==> config.mk <==
export PLATFORM = sky130hd
export DESIGN_NAME = sfdp_parameter_table_rom
export DESIGN_NICKNAME = d
export VERILOG_FILES = /design/src/sfdp_pkg.sv /design/src/pin_sync.sv /design/src/sfdp_rom.sv /design/src/sfdp_parameter_table_rom.sv
export VERILOG_INCLUDE_DIRS = /design/src
export SDC_FILE = /design/constraint.sdc
export NUM_CORES = 1
export LEC_CHECK = 0
export ABC_AREA = 0
export BUFFER_PORTS_ARGS = -buffer_cell sky130_fd_sc_hd__buf_2
export CAP_MARGIN = 15
export CORE_MARGIN = 2
export CORE_UTILIZATION = 60
export DETAILED_ROUTE_END_ITERATION = 8
export MAX_ROUTING_LAYER = met4
export PLACE_DENSITY = 0.84
export SLEW_MARGIN = 20
export SYNTH_ARGS = -nofsm -noshare
export SYNTH_HDL_FRONTEND = slang
export SYNTH_SLANG_ARGS = --single-unit
==> constraint.sdc <==
create_clock -name clk -period 6.4 [get_ports clk]
set_clock_uncertainty 0.1 [all_clocks]
set_input_delay 0.96 -clock clk [delete_from_list [all_inputs] [get_ports clk]]
set_output_delay 0.96 -clock clk [all_outputs]
set_load 0.05 [all_outputs]
==> src/sfdp_params.svh <==
`ifndef SFDP_PARAMS_SVH
`define SFDP_PARAMS_SVH

// ----------------------------------------
// serial protocol
// ----------------------------------------
`define SFDP_CMD_READ     8'h5a
`define SFDP_CMD_BITS     5'd8
`define SFDP_ADDR_BITS    5'd24
`define SFDP_DUMMY_BITS   5'd8
`define SFDP_FILL_BYTE    8'hff

// ----------------------------------------
// header pointer locations and values
// ----------------------------------------
`define OFF_BASIC_PTR     8'h0c
`define OFF_VENDOR_PTR    8'h14
`define BASIC_PTR_WORD    32'hff000030
`define VENDOR_PTR_WORD   32'hff000090

// ----------------------------------------
// table word offsets
// ----------------------------------------
`define OFF_DUAL_READ     8'h3c
`define OFF_MODE_SUPPORT  8'h40
`define OFF_TWO_READ      8'h44
`define OFF_FOUR_READ     8'h48
`define OFF_ERASE_12      8'h4c
`define OFF_ERASE_34      8'h50
`define OFF_ERASE_TIME    8'h54
`define OFF_PROG_TIME     8'h58
`define OFF_SUSP_TIME     8'h5c
`define OFF_SUSP_OPC      8'h60
`define OFF_POLL_PDOWN    8'h64
`define OFF_QUAD_SEQ      8'h68
`define OFF_RESET_ADDR    8'h6c
`define OFF_SUPPLY        8'h90
`define OFF_VENDOR_FEAT   8'h94
`define OFF_LOCK_FEAT     8'h98

// ----------------------------------------
// stored table words, low byte first
// ----------------------------------------
`define VAL_DUAL_READ     32'hbb423b08
`define VAL_MODE_SUPPORT  32'hfffffffe
`define VAL_TWO_READ      32'hff00ffff
`define VAL_FOUR_READ     32'heb44ffff
`define VAL_ERASE_12      32'h520f200c
`define VAL_ERASE_34      32'hff00d810
`define VAL_ERASE_TIME    32'hfec94a42
`define VAL_PROG_TIME     32'h4c14e782
`define VAL_SUSP_TIME     32'h330660ec
`define VAL_SUSP_OPC      32'h757a757a
`define VAL_POLL_PDOWN    32'h5cd5b304
`define VAL_QUAD_SEQ      32'h00740619
`define VAL_RESET_ADDR    32'h00001008
`define VAL_SUPPLY        32'h16502000
`define VAL_VENDOR_FEAT   32'h6477f99c
`define VAL_LOCK_FEAT     32'hffffebfc

`endif

==> src/sfdp_pkg.sv <==
package sfdp_pkg;
   // serial read sequence phases
   typedef enum logic [2:0] {
      ST_CMD,
      ST_ADDR,
      ST_DUMMY,
      ST_DATA,
      ST_IGNORE
   } phase_type;
endpackage

==> src/pin_sync.sv <==
`timescale 1ns/1ns
`default_nettype none
module pin_sync #(
   parameter int         WIDTH     = 1,
   parameter logic [7:0] RESET_VAL = 8'h00
) (
   // clock and reset
   input  wire logic             clk,
   input  wire logic             reset_n,
   // pins in, synchronised out
   input  wire logic [WIDTH-1:0] pin_in,
   output var  logic [WIDTH-1:0] pin_out
);
   // ----------------------------------------
   // two flops per bit
   // ----------------------------------------
   genvar i;
   generate
      for (i = 0; i < WIDTH; i++) begin : g_bit
         logic stage1_reg;
         // first stage feeds only the second
         always_ff @(posedge clk or negedge reset_n) begin
            if (!reset_n) begin
               stage1_reg <= RESET_VAL[i];
               pin_out[i] <= RESET_VAL[i];
            end else begin
               stage1_reg <= pin_in[i];
               pin_out[i] <= stage1_reg;
            end
         end
      end
   endgenerate
endmodule
`default_nettype wire

==> src/sfdp_rom.sv <==
`timescale 1ns/1ns
`default_nettype none
`include "sfdp_params.svh"
module sfdp_rom (
   // byte address in, stored byte out
   input  wire logic [23:0] addr,
   output logic      [7:0]  data
);
   // ----------------------------------------
   // word select and byte pick
   // ----------------------------------------
   wire        in_page = (addr[23:8] == 16'h0000);
   wire [7:0]  word_off = {addr[7:2], 2'b00};
   logic [31:0] word;

   // constant contents, no write path exists
   always_comb begin
      unique case (word_off)
         `OFF_BASIC_PTR:    word = `BASIC_PTR_WORD;
         `OFF_VENDOR_PTR:   word = `VENDOR_PTR_WORD;
         `OFF_DUAL_READ:    word = `VAL_DUAL_READ;
         `OFF_MODE_SUPPORT: word = `VAL_MODE_SUPPORT;
         `OFF_TWO_READ:     word = `VAL_TWO_READ;
         `OFF_FOUR_READ:    word = `VAL_FOUR_READ;
         `OFF_ERASE_12:     word = `VAL_ERASE_12;
         `OFF_ERASE_34:     word = `VAL_ERASE_34;
         `OFF_ERASE_TIME:   word = `VAL_ERASE_TIME;
         `OFF_PROG_TIME:    word = `VAL_PROG_TIME;
         `OFF_SUSP_TIME:    word = `VAL_SUSP_TIME;
         `OFF_SUSP_OPC:     word = `VAL_SUSP_OPC;
         `OFF_POLL_PDOWN:   word = `VAL_POLL_PDOWN;
         `OFF_QUAD_SEQ:     word = `VAL_QUAD_SEQ;
         `OFF_RESET_ADDR:   word = `VAL_RESET_ADDR;
         `OFF_SUPPLY:       word = `VAL_SUPPLY;
         `OFF_VENDOR_FEAT:  word = `VAL_VENDOR_FEAT;
         `OFF_LOCK_FEAT:    word = `VAL_LOCK_FEAT;
         default:           word = {4{`SFDP_FILL_BYTE}};
      endcase
   end

   // little-endian byte within the word; outside the page reads fill
   assign data = !in_page ? `SFDP_FILL_BYTE : word[{addr[1:0], 3'b000} +: 8];
endmodule
`default_nettype wire

==> src/sfdp_parameter_table_rom.sv <==
`timescale 1ns/1ns
`default_nettype none
`include "sfdp_params.svh"

// Functional notes
// read command 5AH, address, bytes in order
// header pointers give 30H and 90H
// 1-1-2 read: 8 waits, no mode, 3BH
// 1-2-2 read: 2 waits, mode 010b, BBH
// 2-2-2 unsupported, zero fields, opcode FFH
// 4-4-4 supported: 4 waits, 010b, EBH
// erase type 1: 4 KiB, opcode 20H
// erase type 2: 32 KiB, opcode 52H
// type 3 64 KiB D8H; type 4 absent
// erase timing codes and multiplier 0010b
// page size and program time codes
// suspend 75H, resume 7AH, supported
// 64 us interval, 20 us suspend latency
// busy polled via 05h bit 0
// deep power-down supported with opcodes
// power-down exit delay 20 us
// quad mode enable/disable codes 0001b/1001b
// continuous read enter AXH, exit 00H
// quad enable in status 2 bit 1
// status 1 write-enable code 0001000b
// soft reset 66H then 99H
// wrap read 77H, lengths 8 to 64
// block/read lock unsupported, OTP supported
// store is read-only, writes ignored
module sfdp_parameter_table_rom (
   // clock and reset
   input  wire logic clk,
   input  wire logic reset_n,
   // serial pins, asynchronous to clk
   input  wire logic cs_n,
   input  wire logic sclk,
   input  wire logic si_in,
   // serial data out, two signals of io1
   output var  logic so_out,
   output var  logic so_oe,
   // current phase, for observation
   output var  sfdp_pkg::phase_type phase
);
   import sfdp_pkg::*;

   // ----------------------------------------
   // pin synchronisers
   // ----------------------------------------
   logic [2:0] pins_sync;

   // chip select idles high, so it resets high
   pin_sync #(
      .WIDTH     (3),
      .RESET_VAL (8'h04)
   ) u_sync (
      .clk     (clk),
      .reset_n (reset_n),
      .pin_in  ({cs_n, sclk, si_in}),
      .pin_out (pins_sync)
   );

   wire cs_n_s = pins_sync[2];
   wire sclk_s = pins_sync[1];
   wire si_s   = pins_sync[0];

   // ----------------------------------------
   // serial clock edge detect
   // ----------------------------------------
   logic sclk_prev_reg;

   // edges come from the second stage only
   always_ff @(posedge clk or negedge reset_n) begin
      if (!reset_n) begin
         sclk_prev_reg <= 1'b0;
      end else begin
         sclk_prev_reg <= sclk_s;
      end
   end

   wire selected = !cs_n_s;
   wire rise     = selected && sclk_s && !sclk_prev_reg;
   wire fall     = selected && !sclk_s && sclk_prev_reg;

   // ----------------------------------------
   // state and registers
   // ----------------------------------------
   phase_type   phase_reg;
   phase_type   phase_next;
   logic [4:0]  bit_cnt_reg;
   logic [4:0]  bit_cnt_next;
   logic [23:0] shift_in_reg;
   logic [23:0] shift_in_next;
   logic [23:0] addr_reg;
   logic [23:0] addr_next;
   logic [2:0]  out_cnt_reg;
   logic [2:0]  out_cnt_next;
   logic [7:0]  shift_out_reg;
   logic [7:0]  shift_out_next;
   logic        so_reg;
   logic        so_next;
   logic        oe_reg;
   logic        oe_next;

   // ----------------------------------------
   // decode
   // ----------------------------------------
   wire [23:0] shifted   = {shift_in_reg[22:0], si_s};
   wire [4:0]  cnt_inc   = bit_cnt_reg + 5'd1;
   wire        cmd_done  = (cnt_inc == `SFDP_CMD_BITS);
   wire        addr_done = (cnt_inc == `SFDP_ADDR_BITS);
   wire        dmy_done  = (cnt_inc == `SFDP_DUMMY_BITS);
   wire        cmd_ok    = (shifted[7:0] == `SFDP_CMD_READ);
   wire        byte_load = (out_cnt_reg == 3'd0);
   wire [7:0]  rom_byte;

   // stored table, addressed by the running byte pointer
   sfdp_rom u_rom (
      .addr (addr_reg),
      .data (rom_byte)
   );

   // ----------------------------------------
   // sequence control
   // ----------------------------------------
   // inputs are taken on the rising serial edge
   always_comb begin
      phase_next    = phase_reg;
      bit_cnt_next  = bit_cnt_reg;
      shift_in_next = shift_in_reg;
      addr_next     = addr_reg;
      if (!selected) begin
         // deselect aborts any phase at once
         phase_next   = ST_CMD;
         bit_cnt_next = 5'd0;
      end else if (rise) begin
         unique case (phase_reg)
            ST_CMD: begin
               shift_in_next = shifted;
               bit_cnt_next  = cmd_done ? 5'd0 : cnt_inc;
               if (cmd_done) begin
                  // other opcodes, writes included, are ignored
                  phase_next = cmd_ok ? ST_ADDR : ST_IGNORE;
               end
            end
            ST_ADDR: begin
               shift_in_next = shifted;
               bit_cnt_next  = addr_done ? 5'd0 : cnt_inc;
               if (addr_done) begin
                  addr_next  = shifted;
                  phase_next = ST_DUMMY;
               end
            end
            ST_DUMMY: begin
               bit_cnt_next = dmy_done ? 5'd0 : cnt_inc;
               if (dmy_done) begin
                  phase_next = ST_DATA;
               end
            end
            ST_DATA: begin
               // host input is don't-care while data flows
               phase_next = ST_DATA;
            end
            ST_IGNORE: begin
               // wait out the frame without storing anything
               phase_next = ST_IGNORE;
            end
         endcase
      end else if (fall && phase_reg == ST_DATA && byte_load) begin
         // pointer advances as each byte is loaded
         addr_next = addr_reg + 24'd1;
      end
   end

   // ----------------------------------------
   // output shifter
   // ----------------------------------------
   // data changes on the falling serial edge, msb first
   always_comb begin
      out_cnt_next   = out_cnt_reg;
      shift_out_next = shift_out_reg;
      so_next        = so_reg;
      oe_next        = selected && (phase_reg == ST_DATA);
      if (!selected || phase_reg != ST_DATA) begin
         out_cnt_next = 3'd0;
      end else if (fall) begin
         out_cnt_next = out_cnt_reg + 3'd1;
         if (byte_load) begin
            so_next        = rom_byte[7];
            shift_out_next = {rom_byte[6:0], 1'b0};
         end else begin
            so_next        = shift_out_reg[7];
            shift_out_next = {shift_out_reg[6:0], 1'b0};
         end
      end
   end

   // ----------------------------------------
   // registers
   // ----------------------------------------
   // control state
   always_ff @(posedge clk or negedge reset_n) begin
      if (!reset_n) begin
         phase_reg    <= ST_CMD;
         bit_cnt_reg  <= 5'd0;
         shift_in_reg <= 24'h000000;
         addr_reg     <= 24'h000000;
      end else begin
         phase_reg    <= phase_next;
         bit_cnt_reg  <= bit_cnt_next;
         shift_in_reg <= shift_in_next;
         addr_reg     <= addr_next;
      end
   end

   // output path
   always_ff @(posedge clk or negedge reset_n) begin
      if (!reset_n) begin
         out_cnt_reg   <= 3'd0;
         shift_out_reg <= 8'h00;
         so_reg        <= 1'b0;
         oe_reg        <= 1'b0;
      end else begin
         out_cnt_reg   <= out_cnt_next;
         shift_out_reg <= shift_out_next;
         so_reg        <= so_next;
         oe_reg        <= oe_next;
      end
   end

   assign so_out = so_reg;
   assign so_oe  = oe_reg;
   assign phase  = phase_reg;

   // ----------------------------------------
   // checks
   // ----------------------------------------
   // a wrong opcode never reaches the address phase
   chk_bad_opcode: assert property (
      @(posedge clk) disable iff (!reset_n)
      (phase_reg == ST_CMD && rise && cmd_done && !cmd_ok)
      |=> phase_reg == ST_IGNORE)
      else $error("non-read opcode not ignored");

   // the read opcode opens the address phase
   chk_read_opcode: assert property (
      @(posedge clk) disable iff (!reset_n)
      (phase_reg == ST_CMD && rise && cmd_done && cmd_ok)
      |=> phase_reg == ST_ADDR && bit_cnt_reg == 5'd0)
      else $error("read opcode not accepted");

   // address is captured after exactly 24 bits
   chk_addr_capture: assert property (
      @(posedge clk) disable iff (!reset_n)
      (phase_reg == ST_ADDR && rise && bit_cnt_reg == 5'd23)
      |=> phase_reg == ST_DUMMY && addr_reg == $past(shifted))
      else $error("address not captured");

   // the first byte goes out after eight dummy clocks
   chk_dummy_len: assert property (
      @(posedge clk) disable iff (!reset_n)
      (phase_reg == ST_DUMMY && rise && bit_cnt_reg == 5'd7)
      |=> phase_reg == ST_DATA)
      else $error("dummy length wrong");

   // byte order follows the address
   chk_byte_order: assert property (
      @(posedge clk) disable iff (!reset_n)
      (phase_reg == ST_DATA && fall && byte_load && selected)
      |=> addr_reg == $past(addr_reg) + 24'd1
          && so_reg == $past(rom_byte[7]))
      else $error("byte sequence broken");

   // the driver is on only while data flows
   chk_drive_window: assert property (
      @(posedge clk) disable iff (!reset_n)
      so_oe |-> $past(phase_reg == ST_DATA && selected))
      else $error("output enabled outside data");

   // dual-output read word content
   chk_dual_word: assert property (
      @(posedge clk) disable iff (!reset_n)
      (addr_reg == 24'h00003d) |-> rom_byte == 8'h3b)
      else $error("dual read opcode wrong");

   // basic table pointer content
   chk_basic_ptr: assert property (
      @(posedge clk) disable iff (!reset_n)
      (addr_reg == 24'h00000c) |-> rom_byte == 8'h30)
      else $error("basic pointer wrong");

   // vendor table pointer content
   chk_vendor_ptr: assert property (
      @(posedge clk) disable iff (!reset_n)
      (addr_reg == 24'h000014) |-> rom_byte == 8'h90)
      else $error("vendor pointer wrong");

   // ignored frames never drive the pin
   chk_ignore_quiet: assert property (
      @(posedge clk) disable iff (!reset_n)
      (phase_reg == ST_IGNORE) [*2] |-> !so_oe)
      else $error("ignored frame drives output");

   // deselect ends any frame on the next edge and frees io1
   chk_cs_abort: assert property (
      @(posedge clk) disable iff (!reset_n)
      !selected |=> phase_reg == ST_CMD && !so_oe)
      else $error("deselect did not abort frame");

   // a refused frame stays refused until deselect
   chk_ignore_sticky: assert property (
      @(posedge clk) disable iff (!reset_n)
      (phase_reg == ST_IGNORE && selected) |=> phase_reg == ST_IGNORE)
      else $error("refused frame resumed");

   // the byte pointer moves only at address capture or a byte load
   chk_addr_hold: assert property (
      @(posedge clk) disable iff (!reset_n)
      (phase_reg != ST_DATA && !(phase_reg == ST_ADDR && rise && addr_done))
      |=> $stable(addr_reg))
      else $error("byte pointer moved outside data");

   // every falling edge in data advances the bit count
   chk_bit_count: assert property (
      @(posedge clk) disable iff (!reset_n)
      (phase_reg == ST_DATA && fall) |=> out_cnt_reg == $past(out_cnt_reg) + 3'd1)
      else $error("bit count did not advance");

   // bits after the first come from the shifter, msb first
   chk_shift_msb: assert property (
      @(posedge clk) disable iff (!reset_n)
      (phase_reg == ST_DATA && fall && !byte_load) |=> so_reg == $past(shift_out_reg[7]))
      else $error("shifted bit out of order");

   // quad read opcode content
   chk_quad_opc: assert property (
      @(posedge clk) disable iff (!reset_n)
      (addr_reg == 24'h00004b) |-> rom_byte == 8'heb)
      else $error("quad read opcode wrong");

   // small sector erase opcode content
   chk_erase_one: assert property (
      @(posedge clk) disable iff (!reset_n)
      (addr_reg == 24'h00004d) |-> rom_byte == 8'h20)
      else $error("sector erase opcode wrong");

   // program suspend opcode content
   chk_susp_opc: assert property (
      @(posedge clk) disable iff (!reset_n)
      (addr_reg == 24'h000061) |-> rom_byte == 8'h75)
      else $error("suspend opcode wrong");

   // wrap read opcode content
   chk_wrap_opc: assert property (
      @(posedge clk) disable iff (!reset_n)
      (addr_reg == 24'h000096) |-> rom_byte == 8'h77)
      else $error("wrap read opcode wrong");
endmodule
`default_nettype wire

==> impl_metrics.toml <==
[final_layout]
finalNonFillerCells = 651
largest_reg_flops = 24
fin_nets = 553
syn2layout_area_growth_pct = 3.47
antenna_cells = 0
fin_util_pct = 64.5
drive_gt1_share_pct = 13.8

[placement]
place_hpwl_mm = 8.25
placed_cells = 635
port-buffer-count = 9
globalplace.congestion = 0.979

[yosys]
syn-instance-count = 565
syn-cell-area_um2 = 4870
async_reset_ff_share_pct = 100
synth_edf_count = 0
synth_area_leaders = "dfrtp_1 (37%), a21oi_1 (6.0%), mux2_2 (5.3%)"
synth_flop_cell = "dfrtp_1"
synth_fp_nets = 574
synth_largest_area_cell = "dfrtp_1"
ys_ff_latch = 74
seq_area_frac_synth_pct = 38.1
synth.distinct_cells = 79
synth.avg_cell_area_um2 = 8.62
synthMostInstantiatedCell = "dfrtp_1"
ys_warn_count = 0
synth_commonest_cells = "dfrtp_1 (72), a21oi_1 (58), nor2_1 (51)"
synth_top_area_share_pct = 37.0

[sta]
fin_crit_ps = 3660
tightest_slew_ps = 1020
tns_ps = 0
rsz0062_at_grt = "false"
finalMaxSlewViolations = 0
slew_headroom_pct = 32.1
setup_viol = 0
fin_crit_sh_pct = 57.1
hold_viol = 0
max_freq_mhz = 274

[worst_setup_path]
reg2regPathDepth = 6
rrSetupSlack_ps = 2740
cp-startpoint = "sclk_prev_reg"
path_max_fanout = 49
endpoint = "addr_reg[9]"
start_kind = "register"
critPathArrivalTime_ps = 3790
r2r_end = "addr_reg[9]"
worstSetupPathType = "reg2reg"
worst_setup_path_end_kind = "register"
timing.rr.start = "sclk_prev_reg"
cp.required_ps = 6540

[global_routing]
met2_usage_pct = 44.6
use_met1_pct = 40.8
use_met3_pct = 5.38
grt_max_degree = 75
grt_use_total_pct = 30.6
grt_pass1_vias = 4144
grt_pass1_wl_mm = 20.6
busiest_layer = "met2"
gr-total-overflow = 0
antenna_found_initial = 0

[clock_network]
cts.path.max_buffers = 2
clk_pin_slew_worst_paths_ps = 90
cts_setup_buffers = 0
numCtsBuffers = 9
htree_levels = 3
cts_sinks = 74
hold_buffers = 0
cts_resized = 0
root_buffer = "clkbuf_8"
clk_latency_ps = 350
cts_tree = "done"

[floorplan]
coreArea_um2 = 7810
die_w_um = 94.1
initial_core_util_pct = 62.4
die_y_um = 94.1
rows = 32
die_area_um2 = 8850
io_pins = 10

[routing]
drc_errors = 0
wirelength_mm = 12.5
dr.pass1.iters = 7
ant_nets = 0
drt_iter0_markers = 364
avgViaCountPerCell = 6.89
vias = 4486
post_drt_wl_per_cell_um = 19.2

[power]
combPwrFrac_pct = 6.8
power_density_nw_per_um2 = 182
intPower_uw = 668
share_seq_of_total_power_pct = 57.2
ir_drop_mv = 0.176
p_sw_uw = 250
pwr-share-clk_pct = 36.0
cellLeakagePower_nw = 2.13
switching_share_pct = 27.2
design_power_total_uw = 918

[worst_hold_path]
hp-class = "reg2reg"

[flow_run]
maxCapViolations = 0

[run_status]
status = "complete, no violations"
kinds of logic after synthesis:
kind of cell / count (synthesis) / synth area share, %
muxes: 24 / 5.52
xor gates and xnor gates: 8 / 1.44
buffers and inverters: 55 / 5.09
adders and majority gates: 4 / 1.03
DFF: 74 / 38.1
and+or+nand+nor: 217 / 23.8
AOI/OAI and AO/OA: 183 / 25.1
metrics by stage:
stage	setup slack, ps	hold WS, ps	area (µm²)
6_report	2740	257	5040
5_1_grt	2450	264	5040
4_1_cts	2760	261	5040
3_5_place_dp	2790	240	4860
3_3_place_gp	2850	234	4860
2_1_floorplan	4150	231	4870
per-layer routing:
layer / up-vias / routed length, µm
met1: 2127 / 5210
met4: 0 / 582
met3: 47 / 1020
li1: 2059 / -
met5: - / 0
met2: 253 / 5660
worst max-delay path: stages (launching register included):
cell     delay [ps]
dfrtp_1         420
nor2b_4         200
nand2_2         480
or3_1           930
o31ai_4         910
o21ai_0         210
a22o_1          270
worst min-delay path by stage:
| stage | from | to | slack, ps | cells past startpoint |
|---|---|---|---|---|
| floorplan | u_sync.g_bit[0].stage1_reg | u_sync.pin_out[0] | 230 | 0 |
| global placement | u_sync.g_bit[1].stage1_reg | u_sync.pin_out[1] | 230 | 0 |
| detailed placement | u_sync.g_bit[1].stage1_reg | u_sync.pin_out[1] | 240 | 0 |
| CTS | u_sync.g_bit[1].stage1_reg | u_sync.pin_out[1] | 260 | 0 |
| global route | u_sync.g_bit[2].stage1_reg | u_sync.pin_out[2] | 260 | 0 |
| finish | u_sync.g_bit[1].stage1_reg | u_sync.pin_out[1] | 260 | 0 |
placed cells by master (no fill, tap or decap), types with 4 or more instances in the layout:
| cell type | synthesis | routed |
|---|---|---|
| mux2_2 | 23 | 23 |
| or3_1 | 4 | 4 |
| and3_1 | 7 | 7 |
| nor2b_1 | 13 | 13 |
| nand3_1 | 32 | 32 |
| nand2_1 | 40 | 40 |
| nand2b_1 | 10 | 10 |
| nor4_1 | 7 | 7 |
| ha_1 | 4 | 4 |
| a41oi_1 | 4 | 4 |
| o21ai_0 | 33 | 33 |
| a21oi_1 | 58 | 58 |
| nand4_1 | 8 | 8 |
| a22oi_1 | 4 | 4 |
| buf_4 | 2 | 4 |
| xor2_1 | 4 | 4 |
| nor3b_1 | 4 | 4 |
| inv_1 | 9 | 9 |
| o211ai_1 | 6 | 6 |
| buf_2 | 15 | 8 |
| o21a_1 | 5 | 5 |
| xnor2_1 | 4 | 4 |
| clkbuf_8 | 0 | 9 |
| nor3_1 | 10 | 10 |
| o22a_1 | 6 | 6 |
| nor2_1 | 51 | 51 |
| o22ai_1 | 7 | 7 |
| or4_1 | 4 | 4 |
| a31oi_1 | 12 | 12 |
| dfrtp_1 | 72 | 72 |
area by class of cell:
cell class	instances	area (µm²)
clock inverters	7	53.8
fillers	644	2770
inverters	11	41.3
clock buffers	9	124
well taps	102	128
repair buffers	12	70.1
multi-input cells	436	2770
flip-flops and latches	74	1850
power groups by stage:
stage | clock network, mW | logic [mW] | registers, mW
floorplan | 0 | 0.0459 | 0.520
global placement | 0 | 0.0588 | 0.529
detailed placement | 0 | 0.0624 | 0.533
CTS | 0.338 | 0.0632 | 0.524
global route | 0.358 | 0.0694 | 0.529
finish | 0.331 | 0.0621 | 0.525
(Power assumes the default switching activity.)
